[src/include/hb_pkg.sv]
// Constants, types and decode helpers for the H-bridge gate drive control block
package hb_pkg;
	localparam int CLK_NS = 40;
	localparam int DEAD_NS = 150;
	localparam int DEGLITCH_NS = 200;
	localparam int DRIVE_NS = 2000;
	localparam int OCP_NS = 2000;
	localparam int BLANK_NS = 1800;
	localparam int TOFF_NS = 25000;
	localparam int RETRY_US = 4000;
	localparam int CNT_W = 10;
	localparam int RETRY_W = 17;
	// Dead time is a least time, so it rounds up
	localparam logic [CNT_W-1:0] DEAD_CYC = CNT_W'((DEAD_NS + CLK_NS - 1) / CLK_NS);
	localparam logic [CNT_W-1:0] DEGLITCH_CYC = CNT_W'((DEGLITCH_NS + CLK_NS - 1) / CLK_NS);
	localparam logic [CNT_W-1:0] DRIVE_CYC = CNT_W'((DRIVE_NS + CLK_NS - 1) / CLK_NS);
	localparam logic [CNT_W-1:0] OCP_CYC = CNT_W'((OCP_NS + CLK_NS - 1) / CLK_NS);
	localparam logic [CNT_W-1:0] BLANK_CYC = CNT_W'((BLANK_NS + CLK_NS - 1) / CLK_NS);
	localparam logic [CNT_W-1:0] TOFF_CYC = CNT_W'((TOFF_NS + CLK_NS - 1) / CLK_NS);
	localparam int RETRY_CYC_DEFAULT = (RETRY_US * 1000) / CLK_NS;
	// Gate currents in units of 0.1 mA
	localparam logic [11:0] I_6MA = 12'h003C;
	localparam logic [11:0] I_12MA5 = 12'h007D;
	localparam logic [11:0] I_25MA = 12'h00FA;
	localparam logic [11:0] I_50MA = 12'h01F4;
	localparam logic [11:0] I_100MA = 12'h03E8;
	localparam logic [11:0] I_150MA = 12'h05DC;
	localparam logic [11:0] I_200MA = 12'h07D0;
	localparam logic [11:0] I_300MA = 12'h0BB8;

	typedef enum logic [1:0] {
		HALF_OFF = 2'b00,
		HALF_HIGH = 2'b01,
		HALF_LOW = 2'b10,
		HALF_DEAD = 2'b11
	} half_state_t;

	typedef enum logic [1:0] {
		CMD_COAST = 2'b00,
		CMD_REVERSE = 2'b01,
		CMD_FORWARD = 2'b10,
		CMD_BRAKE = 2'b11
	} bridge_cmd_t;

	// Level seen on the drive-strength pin, lowest to highest
	typedef enum logic [2:0] {
		LVL_GND = 3'b000,
		LVL_0V7 = 3'b001,
		LVL_2V = 3'b010,
		LVL_OPEN = 3'b011,
		LVL_4V = 3'b100,
		LVL_AREG = 3'b101
	} drive_level_t;

	typedef struct packed {
		logic [11:0] src;
		logic [11:0] snk;
		logic hs_ocp_en;
	} drive_setting_t;

	typedef struct packed {
		logic high_on;
		logic low_on;
		logic peak;
		logic low_strong;
	} half_drive_t;

	typedef struct packed {
		logic out;
		logic oe;
	} od_pin_t;

	function automatic drive_setting_t decode_drive(input logic [2:0] lvl);
		drive_setting_t s;
		s = '{src: I_100MA, snk: I_200MA, hs_ocp_en: 1'b1};
		unique case (lvl)
			LVL_GND: s = '{src: I_6MA, snk: I_12MA5, hs_ocp_en: 1'b1};
			LVL_0V7: s = '{src: I_12MA5, snk: I_25MA, hs_ocp_en: 1'b1};
			LVL_2V: s = '{src: I_25MA, snk: I_50MA, hs_ocp_en: 1'b1};
			LVL_OPEN: s = '{src: I_100MA, snk: I_200MA, hs_ocp_en: 1'b1};
			LVL_4V: s = '{src: I_150MA, snk: I_300MA, hs_ocp_en: 1'b1};
			LVL_AREG: s = '{src: I_25MA, snk: I_50MA, hs_ocp_en: 1'b0};
			// Unused level codes fall back to the floating-pin setting
			default: s = '{src: I_100MA, snk: I_200MA, hs_ocp_en: 1'b1};
		endcase
		return s;
	endfunction : decode_drive
endpackage : hb_pkg

[src/logic/hbridge_gate_drive_control.sv]
// H-bridge gate drive sequencing, current chopping, overcurrent retry and regulator enables
`timescale 1ns/1ps

module hbridge_gate_drive_control #(
	parameter int unsigned RETRY_CYCLES = hb_pkg::RETRY_CYC_DEFAULT
) (
	// Clock and reset
	input wire logic clk,
	input wire logic nrst,
	// Controller inputs
	input wire logic sleep_n,
	input wire logic [1:0] bridge_inputs,
	input wire logic [2:0] drive_strength_select,
	input wire logic current_limit_enable,
	// Analog monitors
	input wire logic chop_threshold,
	input wire logic [3:0] drain_source_trip_level,
	input wire logic thermal_shutdown,
	input wire logic supply_undervoltage_lockout,
	// Gate drive
	output hb_pkg::half_drive_t [1:0] gate_drive,
	output hb_pkg::drive_setting_t drive_setting,
	// Indicators
	output hb_pkg::od_pin_t chop_indicator_n,
	output hb_pkg::od_pin_t fault_n,
	// Regulator enables
	output logic analog_regulator_out_en,
	output logic digital_regulator_out_en
);
	localparam int RW = hb_pkg::RETRY_W;
	localparam int CW = hb_pkg::CNT_W;

	logic [1:0] in_filt;
	hb_pkg::bridge_cmd_t cmd;
	logic bridge_off;
	hb_pkg::half_state_t target [2];
	logic chop_active, next_chop_active;
	logic [CW-1:0] toff_cnt, next_toff_cnt, blank_cnt, next_blank_cnt;
	logic ocp_fault, next_ocp_fault;
	logic [CW-1:0] ocp_cnt, next_ocp_cnt;
	logic [RW-1:0] retry_cnt, next_retry_cnt;
	logic any_trip;
	logic captured, next_captured;
	hb_pkg::drive_setting_t next_drive_setting;
	hb_pkg::od_pin_t next_chop_ind, next_fault_n;
	logic next_analog_en, next_digital_en;

	// Input deglitch: a new level must persist for the full window
	for (genvar g = 0; g < 2; g++) begin : dg
		logic filt, next_filt;
		logic [CW-1:0] cnt, next_cnt;
		always_comb begin
			next_filt = filt;
			next_cnt = '0;
			if (bridge_inputs[g] != filt) begin
				if (cnt == hb_pkg::DEGLITCH_CYC - 1'b1) begin
					next_filt = bridge_inputs[g];
				end else begin
					next_cnt = cnt + 1'b1;
				end
			end
		end
		always_ff @(posedge clk or negedge nrst) begin
			if (!nrst) begin
				filt <= 1'b0;
				cnt <= '0;
			end else begin
				filt <= next_filt;
				cnt <= next_cnt;
			end
		end
		assign in_filt[g] = filt;
	end

	// Command decode; chopping overrides drive with low-side slow decay
	always_comb begin
		cmd = hb_pkg::bridge_cmd_t'(in_filt);
		bridge_off = !sleep_n || ocp_fault || thermal_shutdown || supply_undervoltage_lockout;
		target[0] = hb_pkg::HALF_OFF;
		target[1] = hb_pkg::HALF_OFF;
		if (bridge_off) begin
			target[0] = hb_pkg::HALF_OFF;
			target[1] = hb_pkg::HALF_OFF;
		end else if (chop_active || cmd == hb_pkg::CMD_BRAKE) begin
			target[0] = hb_pkg::HALF_LOW;
			target[1] = hb_pkg::HALF_LOW;
		end else if (cmd == hb_pkg::CMD_FORWARD) begin
			target[0] = hb_pkg::HALF_HIGH;
			target[1] = hb_pkg::HALF_LOW;
		end else if (cmd == hb_pkg::CMD_REVERSE) begin
			target[0] = hb_pkg::HALF_LOW;
			target[1] = hb_pkg::HALF_HIGH;
		end
	end

	// Per half-bridge: break before make, then peak phase, then hold
	for (genvar h = 0; h < 2; h++) begin : hb
		hb_pkg::half_state_t st, next_st;
		logic [CW-1:0] dead_cnt, next_dead_cnt, peak_cnt, next_peak_cnt;
		hb_pkg::half_drive_t drv, next_drv;
		always_comb begin
			next_st = st;
			next_dead_cnt = dead_cnt;
			unique case (st)
				hb_pkg::HALF_OFF: next_st = target[h];
				hb_pkg::HALF_HIGH, hb_pkg::HALF_LOW: begin
					if (target[h] != st) begin
						next_st = hb_pkg::HALF_DEAD;
						next_dead_cnt = hb_pkg::DEAD_CYC;
					end
				end
				hb_pkg::HALF_DEAD: begin
					if (dead_cnt == 1'b1) begin
						next_st = target[h];
					end else begin
						next_dead_cnt = dead_cnt - 1'b1;
					end
				end
			endcase
			if (next_st != st) begin
				next_peak_cnt = hb_pkg::DRIVE_CYC;
			end else if (peak_cnt != '0) begin
				next_peak_cnt = peak_cnt - 1'b1;
			end else begin
				next_peak_cnt = '0;
			end
			next_drv.high_on = next_st == hb_pkg::HALF_HIGH;
			next_drv.low_on = next_st == hb_pkg::HALF_LOW;
			next_drv.peak = next_peak_cnt != '0;
			next_drv.low_strong = next_drv.high_on && next_drv.peak;
		end
		always_ff @(posedge clk or negedge nrst) begin
			if (!nrst) begin
				st <= hb_pkg::HALF_OFF;
				dead_cnt <= '0;
				peak_cnt <= '0;
				drv <= '0;
			end else begin
				st <= next_st;
				dead_cnt <= next_dead_cnt;
				peak_cnt <= next_peak_cnt;
				drv <= next_drv;
			end
		end
		assign gate_drive[h] = drv;
	end

	// Chopping: blank, compare, fixed off-time, then restart drive
	always_comb begin
		next_chop_active = chop_active;
		next_toff_cnt = toff_cnt;
		next_blank_cnt = blank_cnt;
		if (bridge_off || !current_limit_enable ||
			!(cmd == hb_pkg::CMD_FORWARD || cmd == hb_pkg::CMD_REVERSE)) begin
			next_chop_active = 1'b0;
			next_toff_cnt = '0;
			next_blank_cnt = hb_pkg::BLANK_CYC;
		end else if (chop_active) begin
			if (toff_cnt == 1'b1) begin
				next_chop_active = 1'b0;
				next_blank_cnt = hb_pkg::BLANK_CYC;
			end else begin
				next_toff_cnt = toff_cnt - 1'b1;
			end
		end else if (blank_cnt != '0) begin
			next_blank_cnt = blank_cnt - 1'b1;
		end else if (chop_threshold) begin
			next_chop_active = 1'b1;
			next_toff_cnt = hb_pkg::TOFF_CYC;
		end
		next_chop_ind.out = 1'b0;
		next_chop_ind.oe = next_chop_active;
	end

	always_ff @(posedge clk or negedge nrst) begin
		if (!nrst) begin
			chop_active <= 1'b0;
			toff_cnt <= '0;
			blank_cnt <= hb_pkg::BLANK_CYC;
			chop_indicator_n <= '0;
		end else begin
			chop_active <= next_chop_active;
			toff_cnt <= next_toff_cnt;
			blank_cnt <= next_blank_cnt;
			chop_indicator_n <= next_chop_ind;
		end
	end

	// Drain-source monitor on conducting transistors, deglitch and retry
	always_comb begin
		any_trip = 1'b0;
		for (int h = 0; h < 2; h++) begin
			any_trip = any_trip ||
				(gate_drive[h].high_on && drive_setting.hs_ocp_en &&
				drain_source_trip_level[2*h]) ||
				(gate_drive[h].low_on && drain_source_trip_level[2*h+1]);
		end
		next_ocp_fault = ocp_fault;
		next_ocp_cnt = '0;
		next_retry_cnt = retry_cnt;
		if (ocp_fault) begin
			if (retry_cnt == 1'b1) begin
				next_ocp_fault = 1'b0;
			end else begin
				next_retry_cnt = retry_cnt - 1'b1;
			end
		end else if (any_trip) begin
			if (ocp_cnt == hb_pkg::OCP_CYC - 1'b1) begin
				next_ocp_fault = 1'b1;
				next_retry_cnt = RW'(RETRY_CYCLES);
			end else begin
				next_ocp_cnt = ocp_cnt + 1'b1;
			end
		end
		next_fault_n.out = 1'b0;
		next_fault_n.oe = next_ocp_fault || thermal_shutdown || supply_undervoltage_lockout;
	end

	always_ff @(posedge clk or negedge nrst) begin
		if (!nrst) begin
			ocp_fault <= 1'b0;
			ocp_cnt <= '0;
			retry_cnt <= '0;
			fault_n <= '0;
		end else begin
			ocp_fault <= next_ocp_fault;
			ocp_cnt <= next_ocp_cnt;
			retry_cnt <= next_retry_cnt;
			fault_n <= next_fault_n;
		end
	end

	// Drive setting is caught once after reset so it cannot move mid-operation
	always_comb begin
		next_captured = 1'b1;
		next_drive_setting = drive_setting;
		if (!captured) begin
			next_drive_setting = hb_pkg::decode_drive(drive_strength_select);
		end
		next_digital_en = sleep_n;
		next_analog_en = sleep_n && !thermal_shutdown && !supply_undervoltage_lockout;
	end

	always_ff @(posedge clk or negedge nrst) begin
		if (!nrst) begin
			captured <= 1'b0;
			drive_setting <= '{src: hb_pkg::I_100MA, snk: hb_pkg::I_200MA, hs_ocp_en: 1'b1};
			analog_regulator_out_en <= 1'b0;
			digital_regulator_out_en <= 1'b0;
		end else begin
			captured <= next_captured;
			drive_setting <= next_drive_setting;
			analog_regulator_out_en <= next_analog_en;
			digital_regulator_out_en <= next_digital_en;
		end
	end

	a_ind_reg_off: assert property (@(posedge clk) disable iff (!nrst)
		!$past(current_limit_enable) |-> !chop_indicator_n.oe)
		else $error("chop indicator active with regulation disabled");
	a_ind_no_brake: assert property (@(posedge clk) disable iff (!nrst)
		$past(cmd) == hb_pkg::CMD_BRAKE |-> !chop_indicator_n.oe)
		else $error("chop indicator active on commanded brake");
	a_ind_decay: assert property (@(posedge clk) disable iff (!nrst)
		chop_indicator_n.oe |-> gate_drive[0].low_on || gate_drive[1].low_on ||
		!gate_drive[0].high_on && !gate_drive[1].high_on)
		else $error("chop indicator active while a high side conducts");
	a_no_shoot: assert property (@(posedge clk) disable iff (!nrst)
		!(gate_drive[0].high_on && gate_drive[0].low_on) &&
		!(gate_drive[1].high_on && gate_drive[1].low_on))
		else $error("both transistors of a half-bridge on");
	a_dead_gap: assert property (@(posedge clk) disable iff (!nrst)
		$fell(gate_drive[0].high_on) |-> !gate_drive[0].low_on [*4])
		else $error("dead time too short");
	a_peak_start: assert property (@(posedge clk) disable iff (!nrst)
		$rose(gate_drive[1].high_on) |-> gate_drive[1].peak)
		else $error("no peak phase on turn-on");
	a_peak_end: assert property (@(posedge clk) disable iff (!nrst)
		$fell(gate_drive[0].peak) && gate_drive[0].high_on |-> $past(gate_drive[0].high_on, 50))
		else $error("peak phase ended early");
	a_strong_pull: assert property (@(posedge clk) disable iff (!nrst)
		$rose(gate_drive[0].high_on) |-> gate_drive[0].low_strong && !gate_drive[0].low_on)
		else $error("no strong pull-down during high turn-on");
	a_deglitch_in: assert property (@(posedge clk) disable iff (!nrst)
		$changed(in_filt[0]) |-> $past(bridge_inputs[0], 5) == in_filt[0])
		else $error("input passed deglitch too early");
	a_ocp_off: assert property (@(posedge clk) disable iff (!nrst)
		$rose(ocp_fault) |=> !gate_drive[0].high_on && !gate_drive[0].low_on &&
		!gate_drive[1].high_on && !gate_drive[1].low_on && fault_n.oe)
		else $error("bridge not disabled on overcurrent");
	a_sleep_regs: assert property (@(posedge clk) disable iff (!nrst)
		!sleep_n |=> !analog_regulator_out_en && !digital_regulator_out_en)
		else $error("regulators enabled in sleep");
	a_fault_areg: assert property (@(posedge clk) disable iff (!nrst)
		thermal_shutdown || supply_undervoltage_lockout |=> !analog_regulator_out_en)
		else $error("analog regulator on during fault");
endmodule : hbridge_gate_drive_control

[config.mk]
export PLATFORM = sky130hd
export DESIGN_NAME = hbridge_gate_drive_control
export DESIGN_NICKNAME = d
export VERILOG_FILES = /design/src/include/hb_pkg.sv /design/src/logic/hbridge_gate_drive_control.sv
export SDC_FILE = /design/constraint.sdc
export NUM_CORES = 1
export LEC_CHECK = 0
export BUFFER_PORTS_ARGS = -buffer_cell sky130_fd_sc_hd__buf_2
export CAP_MARGIN = 15
export CELL_PAD_IN_SITES_DETAIL_PLACEMENT = 0
export CELL_PAD_IN_SITES_GLOBAL_PLACEMENT = 1
export CORE_UTILIZATION = 51
export CTS_CLUSTER_DIAMETER = 150
export CTS_CLUSTER_SIZE = 14
export DETAILED_ROUTE_END_ITERATION = 6
export GPL_ROUTABILITY_DRIVEN = 0
export PLACE_DENSITY = 0.95
export SLEW_MARGIN = 10
export SYNTH_ARGS = -nofsm -noshare
export SYNTH_HDL_FRONTEND = slang
export SYNTH_SLANG_ARGS = --single-unit
[constraint.sdc]
create_clock -name clk -period 7.4 [get_ports clk]
set_input_delay 0.37 -clock clk [delete_from_list [all_inputs] [get_ports clk]]
set_output_delay 0.37 -clock clk [all_outputs]
set_load 0.03 [all_outputs]
## Word-level counts from Yosys, hierarchy flattened

Cells that the tools add are included.

| cells by class | value |
|---|---|
| add/subtract/negate cells | 10 |
| equal/unequal tests | 38 |
| multiplexer cells | 50 |
| reductions and logical operators | 50 |

Operators by type and width:

| kind | number |
|---|---|
| $mux W10 | 24 |
| $pmux W24 S5 | 1 |
| $mux W17 | 4 |
| $sub A10 B1 Y10 const B | 6 |
| $reduce_bool A10 Y1 | 5 |
| $pmux W10 S2 | 2 |
| $add A10 B1 Y10 const B | 3 |
| $eq A10 B1 Y1 const B | 3 |
| $eq A10 B3 Y1 const B | 2 |
| $eq A17 B1 Y1 const B | 1 |
| $sub A17 B1 Y17 const B | 1 |
| $eq A2 B2 Y1 const B | 8 |
| $mux W4 | 4 |
| $logic_or A1 B1 Y1 | 12 |
| $pmux W2 S3 | 2 |
| $reduce_and A3 Y1 | 4 |
| $eq A10 B6 Y1 const B | 1 |
| $eq A2 B1 Y1 const B | 5 |
| $logic_and A1 B1 Y1 | 10 |
| $ne A2 B2 Y1 const B | 5 |
| $mux W1 | 9 |
| $mux W2 | 4 |
| $ne A2 B2 Y1 | 4 |
| $reduce_bool A2 Y1 | 4 |
| other kinds (12) | 24 |

| storage, ports and cells | value |
|---|---|
| flip-flop bits (word level) | 152 |
| input port bits | 16 |
| output and inout port bits | 39 |
| word-level logic and storage cells | 179 |

## Logic depth before layout (Yosys ltp)

| depth | value |
|---|---|
| depth in word-level cells | 12 |
| gate-level depth with buffers | 10 |
| depth with buffers taken out | 8 |

## Worst setup path before layout

No wires, ideal clock.

| timing path | value |
|---|---|
| kind | register to register |
| start | register dg[1].filt |
| end | register hb[1].dead_cnt[8] |
| library setup time | 78 ps |
| data arrival time | 2824 ps |
| required time | 7322 ps |
| slack | 4498 ps |
| cell stages (with the launch flop) | 10 |
| buffers on the path | 1 |
| period minus slack after synthesis | 2902 ps |
| path through | dfrtp_1 -> inv_1 -> ha_1 -> or3b_2 -> or3_4 -> and4_1 -> buf_6 -> a211o_4 -> or4b_1 -> a21oi_1 |

| on the way | value |
|---|---|
| longest elaborated chain between the ends | 8 |
| elaborated cells on any way between the ends | 11 |
| classes of those cells | eq/ne: 5; mux: 4; reduce/logical: 2 |

RTL lines:

| item | RTL line | RTL |
|---|---|---|
| from (decl) | hbridge_gate_drive_control.sv:50 | `logic filt, next_filt;` |
| from (signal assigned) | hbridge_gate_drive_control.sv:68 | `filt <= next_filt;` |
| $eq A2 B1 Y1 | hbridge_gate_drive_control.sv:90 | `end else if (cmd == hb_pkg::CMD_REVERSE) begin` |
| $mux W4 | hbridge_gate_drive_control.sv:90 |  |
| $mux W4 | hbridge_gate_drive_control.sv:87 | `end else if (cmd == hb_pkg::CMD_FORWARD) begin` |
| $mux W4 (*) | hbridge_gate_drive_control.sv:84 | `end else if (chop_active \|\| cmd == hb_pkg::CMD_BRAKE) begin` |
| $mux W4 (*) | hbridge_gate_drive_control.sv:81 | `if (bridge_off) begin` |
| $ne A2 B2 Y1 (*) | hbridge_gate_drive_control.sv:107 | `if (target[h] != st) begin` |
| $ne A2 B2 Y1 (no source line) (*) | n/a |  |
| $reduce_and A3 Y1 (no source line) (*) | n/a |  |
| to (signal assigned) | hbridge_gate_drive_control.sv:140 | `dead_cnt <= next_dead_cnt;` |
| to (decl) | hbridge_gate_drive_control.sv:99 | `logic [CW-1:0] dead_cnt, next_dead_cnt, peak_cnt, next_peak_cnt;` |

Every way passes the cells marked *; elsewhere a longest branch is shown, timed or not.
A chain may end at the register's enable or synchronous reset.

==> metrics.md <==
| Metric | Value |
|---|---|
| Status | finished clean |
| Fin Clk Skew | 0.00806 ns |
| Data required, critical path | 7.69 ns |
| Global-route wire length before repair | 26.3 mm |
| Proportion of netlist area held by the largest area contributor | 42.1% |
| Setup CP Type | register to register |
| I/O pin count | 55 |
| Share of post-route cells with drive strength above 1 | 12.6% |
| Footprint of the flip-flops and latches | 3520 µm² |
| Clock Power Share | 43.6% |
| Commonest cells after routing, fill and taps aside | sky130_fd_sc_hd__dfrtp_1, sky130_fd_sc_hd__nor2_1, sky130_fd_sc_hd__nand2_1 |
| Count of flip-flops with a built-in enable after synthesis | 0 |
| Unique masters post-synth | 67 |
| Worst Setup SP | dg[1].filt |
| Hold slack final | 0.0887 ns |
| Sw frac | 26.6% |
| Maximum VDD drop | 184 µV |
| Arr. time, crit path | 3.58 ns |
| Number of sinks driven by the clock tree | 140 |
| Count of fill cells added during filler insertion | 1274 |
| Core Region | 14600 µm² |
| Remaining antenna violation count after routing | 0 |
| Slew at the pin closest to its max-slew limit | 0.953 ns |
| Relative contribution of sequential cells to total power | 45.7% |
| Worst R2R Start | dg[1].filt |
| Total die area | 15700 µm² |
| CTS root buf | sky130_fd_sc_hd__clkbuf_16 |
| Rel. slew slack | 36.3% |
| Worst hold path startpoint | sleep_n |
| Number of global-route vias before repair | 5714 |
| Total routing usage reported by global routing | 20.5% |
| Total design power | 0.00180 W |
| Area used by multi-input combinational logic | 3870 µm² |
| Share of flip-flops with an asynchronous set or reset | 100% |
| Synthesized area per cell | 9.13 µm² |
| Sequential fraction of the synthesis area | 45.5% |
| Tcrit/Tclk final | 44.4% |
| Number of port buffers | 49 |
| CTS tree | yes |
| Combinational cell fraction of total power | 10.6% |
| Number of gates given a new drive strength after cts | 0 |
| Final routed wirelength across all metal layers | 15.1 mm |
| Final worst path period need | 3.28 ns |
| DR vias/cell | 5.68 |
| Final Hold Viols | 0 |
| Post-synth design cell area | 7730 µm² |
| CP peak stage delay | 0.49 ns |
| Maximum number of pins on one net before global-route repair | 73 |
| Worst-case clock buffer depth | 2 |
| Clock-pin slew on the worst setup and hold paths | 0.06 ns |
| Overflow left after global routing | 0 |
| Iteration-0 DRC count of the detailed router | 369 |
| Hold_buf cts | 1 |
| Leakage | 3.82 nW |
| Total power divided by cell area | 209 nW/µm² |
| Cell internal power dissipation | 0.00132 W |
| Max cap viols | 0 |
| Setup Fix Bufs, Post-CTS | 0 |
| Number of nets in the final layout | 919 |
| Endpoint class of the critical path | register |
| Cell total after placement | 1043 |
| Accumulated negative setup slack | 0 ns |
| Setup WS pre-CTS | 4.16 ns |
| Count of synthesis-stage warnings from yosys | 0 |
| Critical-path top delay cell | sky130_fd_sc_hd__or3b_2 |
| Non-filler cells in the finished layout | 1076 |
| Initial Utilization | 52.8% |
| Layout overhead on the synthesized area | 11.0% |
| Die width | 125 µm |
| Final setup violation count | 0 |
| Routed wire per std cell | 14.0 µm |
| Path type of the worst min-delay path | input port to register |
| Fmax | 304 MHz |
| Ordered list of cells on the worst path | inv_1, ha_1, or3b_2, o21ai_0, and4_1, mux2_2, nand3_1, or3_1 |
| Total number of vias | 6107 |
| Detailed Routing Iterations Pass 1 | 7 |
| Commonest non-fill, non-tap cell in the layout | sky130_fd_sc_hd__dfrtp_1 |
| Cell types occupying the most area after synthesis | sky130_fd_sc_hd__dfrtp_1, sky130_fd_sc_hd__nor2_1, sky130_fd_sc_hd__ha_1, sky130_fd_sc_hd__xor2_1, sky130_fd_sc_hd__dfstp_2 |
| Vert. Die Dim | 125 µm |
| Post-synthesis sequential element count | 140 |
| Post-detailed-route DRC marker count | 0 |
| Number of buffers added by the clock tree synthesis step | 17 |
| Synth Instances | 847 |
| Count of final max-slew check failures | 0 |
| Library cell with the largest summed area after synthesis | sky130_fd_sc_hd__dfrtp_1 |
| Switching power | 0.000478 W |
| Count of antenna diodes in the layout | 0 |
| Initial antenna violation count | 0 |
| Largest fanout of any net on the critical path | 12 |
| Worst setup margin | 4.12 ns |
| Setup repair after global routing missed its margin | no |
| Clock latency reported for the late side of the worst-skew pair | 0.42 ns |
| Main synth FF type | sky130_fd_sc_hd__dfrtp_1 |
| Row cnt | 44 |
| HPWL reported at the end of detailed placement | 10.4 mm |
| Nature of the critical path startpoint | register |
| H-tree depth reported by CTS | 4 |
==> critical path, delay by kind of cell (launching register included) <==
family | cells | cell delay (ns)
fa+ha+maj | 1 | 0.23
simple gates | 4 | 1.80
compound gates | 1 | 0.35
buf+inv | 1 | 0.09
flops | 1 | 0.44
mux | 1 | 0.23
==> cell usage after synthesis (all sizes together), types with 2 or more instances <==
cell / n
o21bai: 3
inv: 39
nor2b: 7
and3: 12
or4: 14
a31oi: 6
a22oi: 2
o22ai: 3
o41ai: 4
mux2: 4
nand4: 6
a22o: 6
o31ai: 10
nor2: 100
and4: 4
dfrtp: 130
buf: 16
nand4b: 3
ha: 24
nor3: 43
nor4: 17
conb: 2
o21ai: 42
a21oi: 39
a21o: 8
a211oi: 3
nand3: 50
xor2: 34
or2: 7
nand2b: 5
and2: 8
dfstp: 10
o2bb2ai: 2
or3b: 3
or4b: 4
or3: 17
nor4b: 5
o21a: 3
clkbuf: 26
mux2i: 6
o211ai: 3
xnor2: 28
nand2: 64
nor3b: 8
==> layout make-up <==
type                       instances  share of cell area, %
multi-input combinational        629                   45.0
tap                              184                   2.68
clock buffer                      19                   5.04
inverter                          40                   1.75
timing repair buffer              51                   3.13
clock inverter                    13                   1.41
sequential                       140                   40.9
==> state kept, by name, summed over array words and instances, names as in the netlist, 2 cells and up <==
signal,flops
dg.cnt,20
hb.st,4
dg.filt,2
toff_cnt,10
drive_setting,13
hb.dead_cnt,20
ocp_cnt,10
hb.peak_cnt,20
gate_drive,8
retry_cnt,17
blank_cnt,10
==> per-layer routing <==
layer | vias to the layer above | track usage (%) | wire length, µm
met5 | - | 0 | 0
met4 | 0 | 6.89 | 225
met3 | 21 | 4.88 | 510
met2 | 122 | 33.8 | 7170
met1 | 2915 | 26.7 | 7190
li1 | 3049 | - | -
==> cells by family after synthesis <==
family / synth area share [%]
adders and majority gates: 3.88
AOI/OAI and AO/OA: 12.0
buffers and inverters: 4.80
DFF: 45.5
and+or+nand+nor: 25.4
other: 0.0971
muxes: 1.36
xor gates and xnor gates: 7.02
==> power by group through the flow <==
stage,Sequential [W],Combinational (W),Clock (W)
3_5_place_dp,0.000835,0.000190,0
4_1_cts,0.000823,0.000195,0.000803
6_report,0.000823,0.000191,0.000785
3_3_place_gp,0.000835,0.000186,0
2_1_floorplan,0.000841,0.000128,0
5_1_grt,0.000827,0.000218,0.000841
==> worst paths after layout <==
path                            slack [ns]  depth (start not counted)                       end
max in group asynchronous             5.59                          3         hb[1].peak_cnt[7]
worst max register to register        4.12                          8             gate_drive[5]
worst min-delay path                  0.09                          1  digital_regulator_out_en
min in group asynchronous             0.51                          2                ocp_cnt[8]
worst max-delay path                  4.12                          8             gate_drive[5]
worst min register to register        0.47                          2          drive_setting[8]
==> metrics by stage <==
step	area (µm²)	utilization (%)
5_1_grt	8590	58.6
2_1_floorplan	7750	-
6_report	8590	58.6
4_1_cts	8580	58.6
3_5_place_dp	8020	54.7
3_3_place_gp	8020	54.7
(Power assumes the default switching activity.)
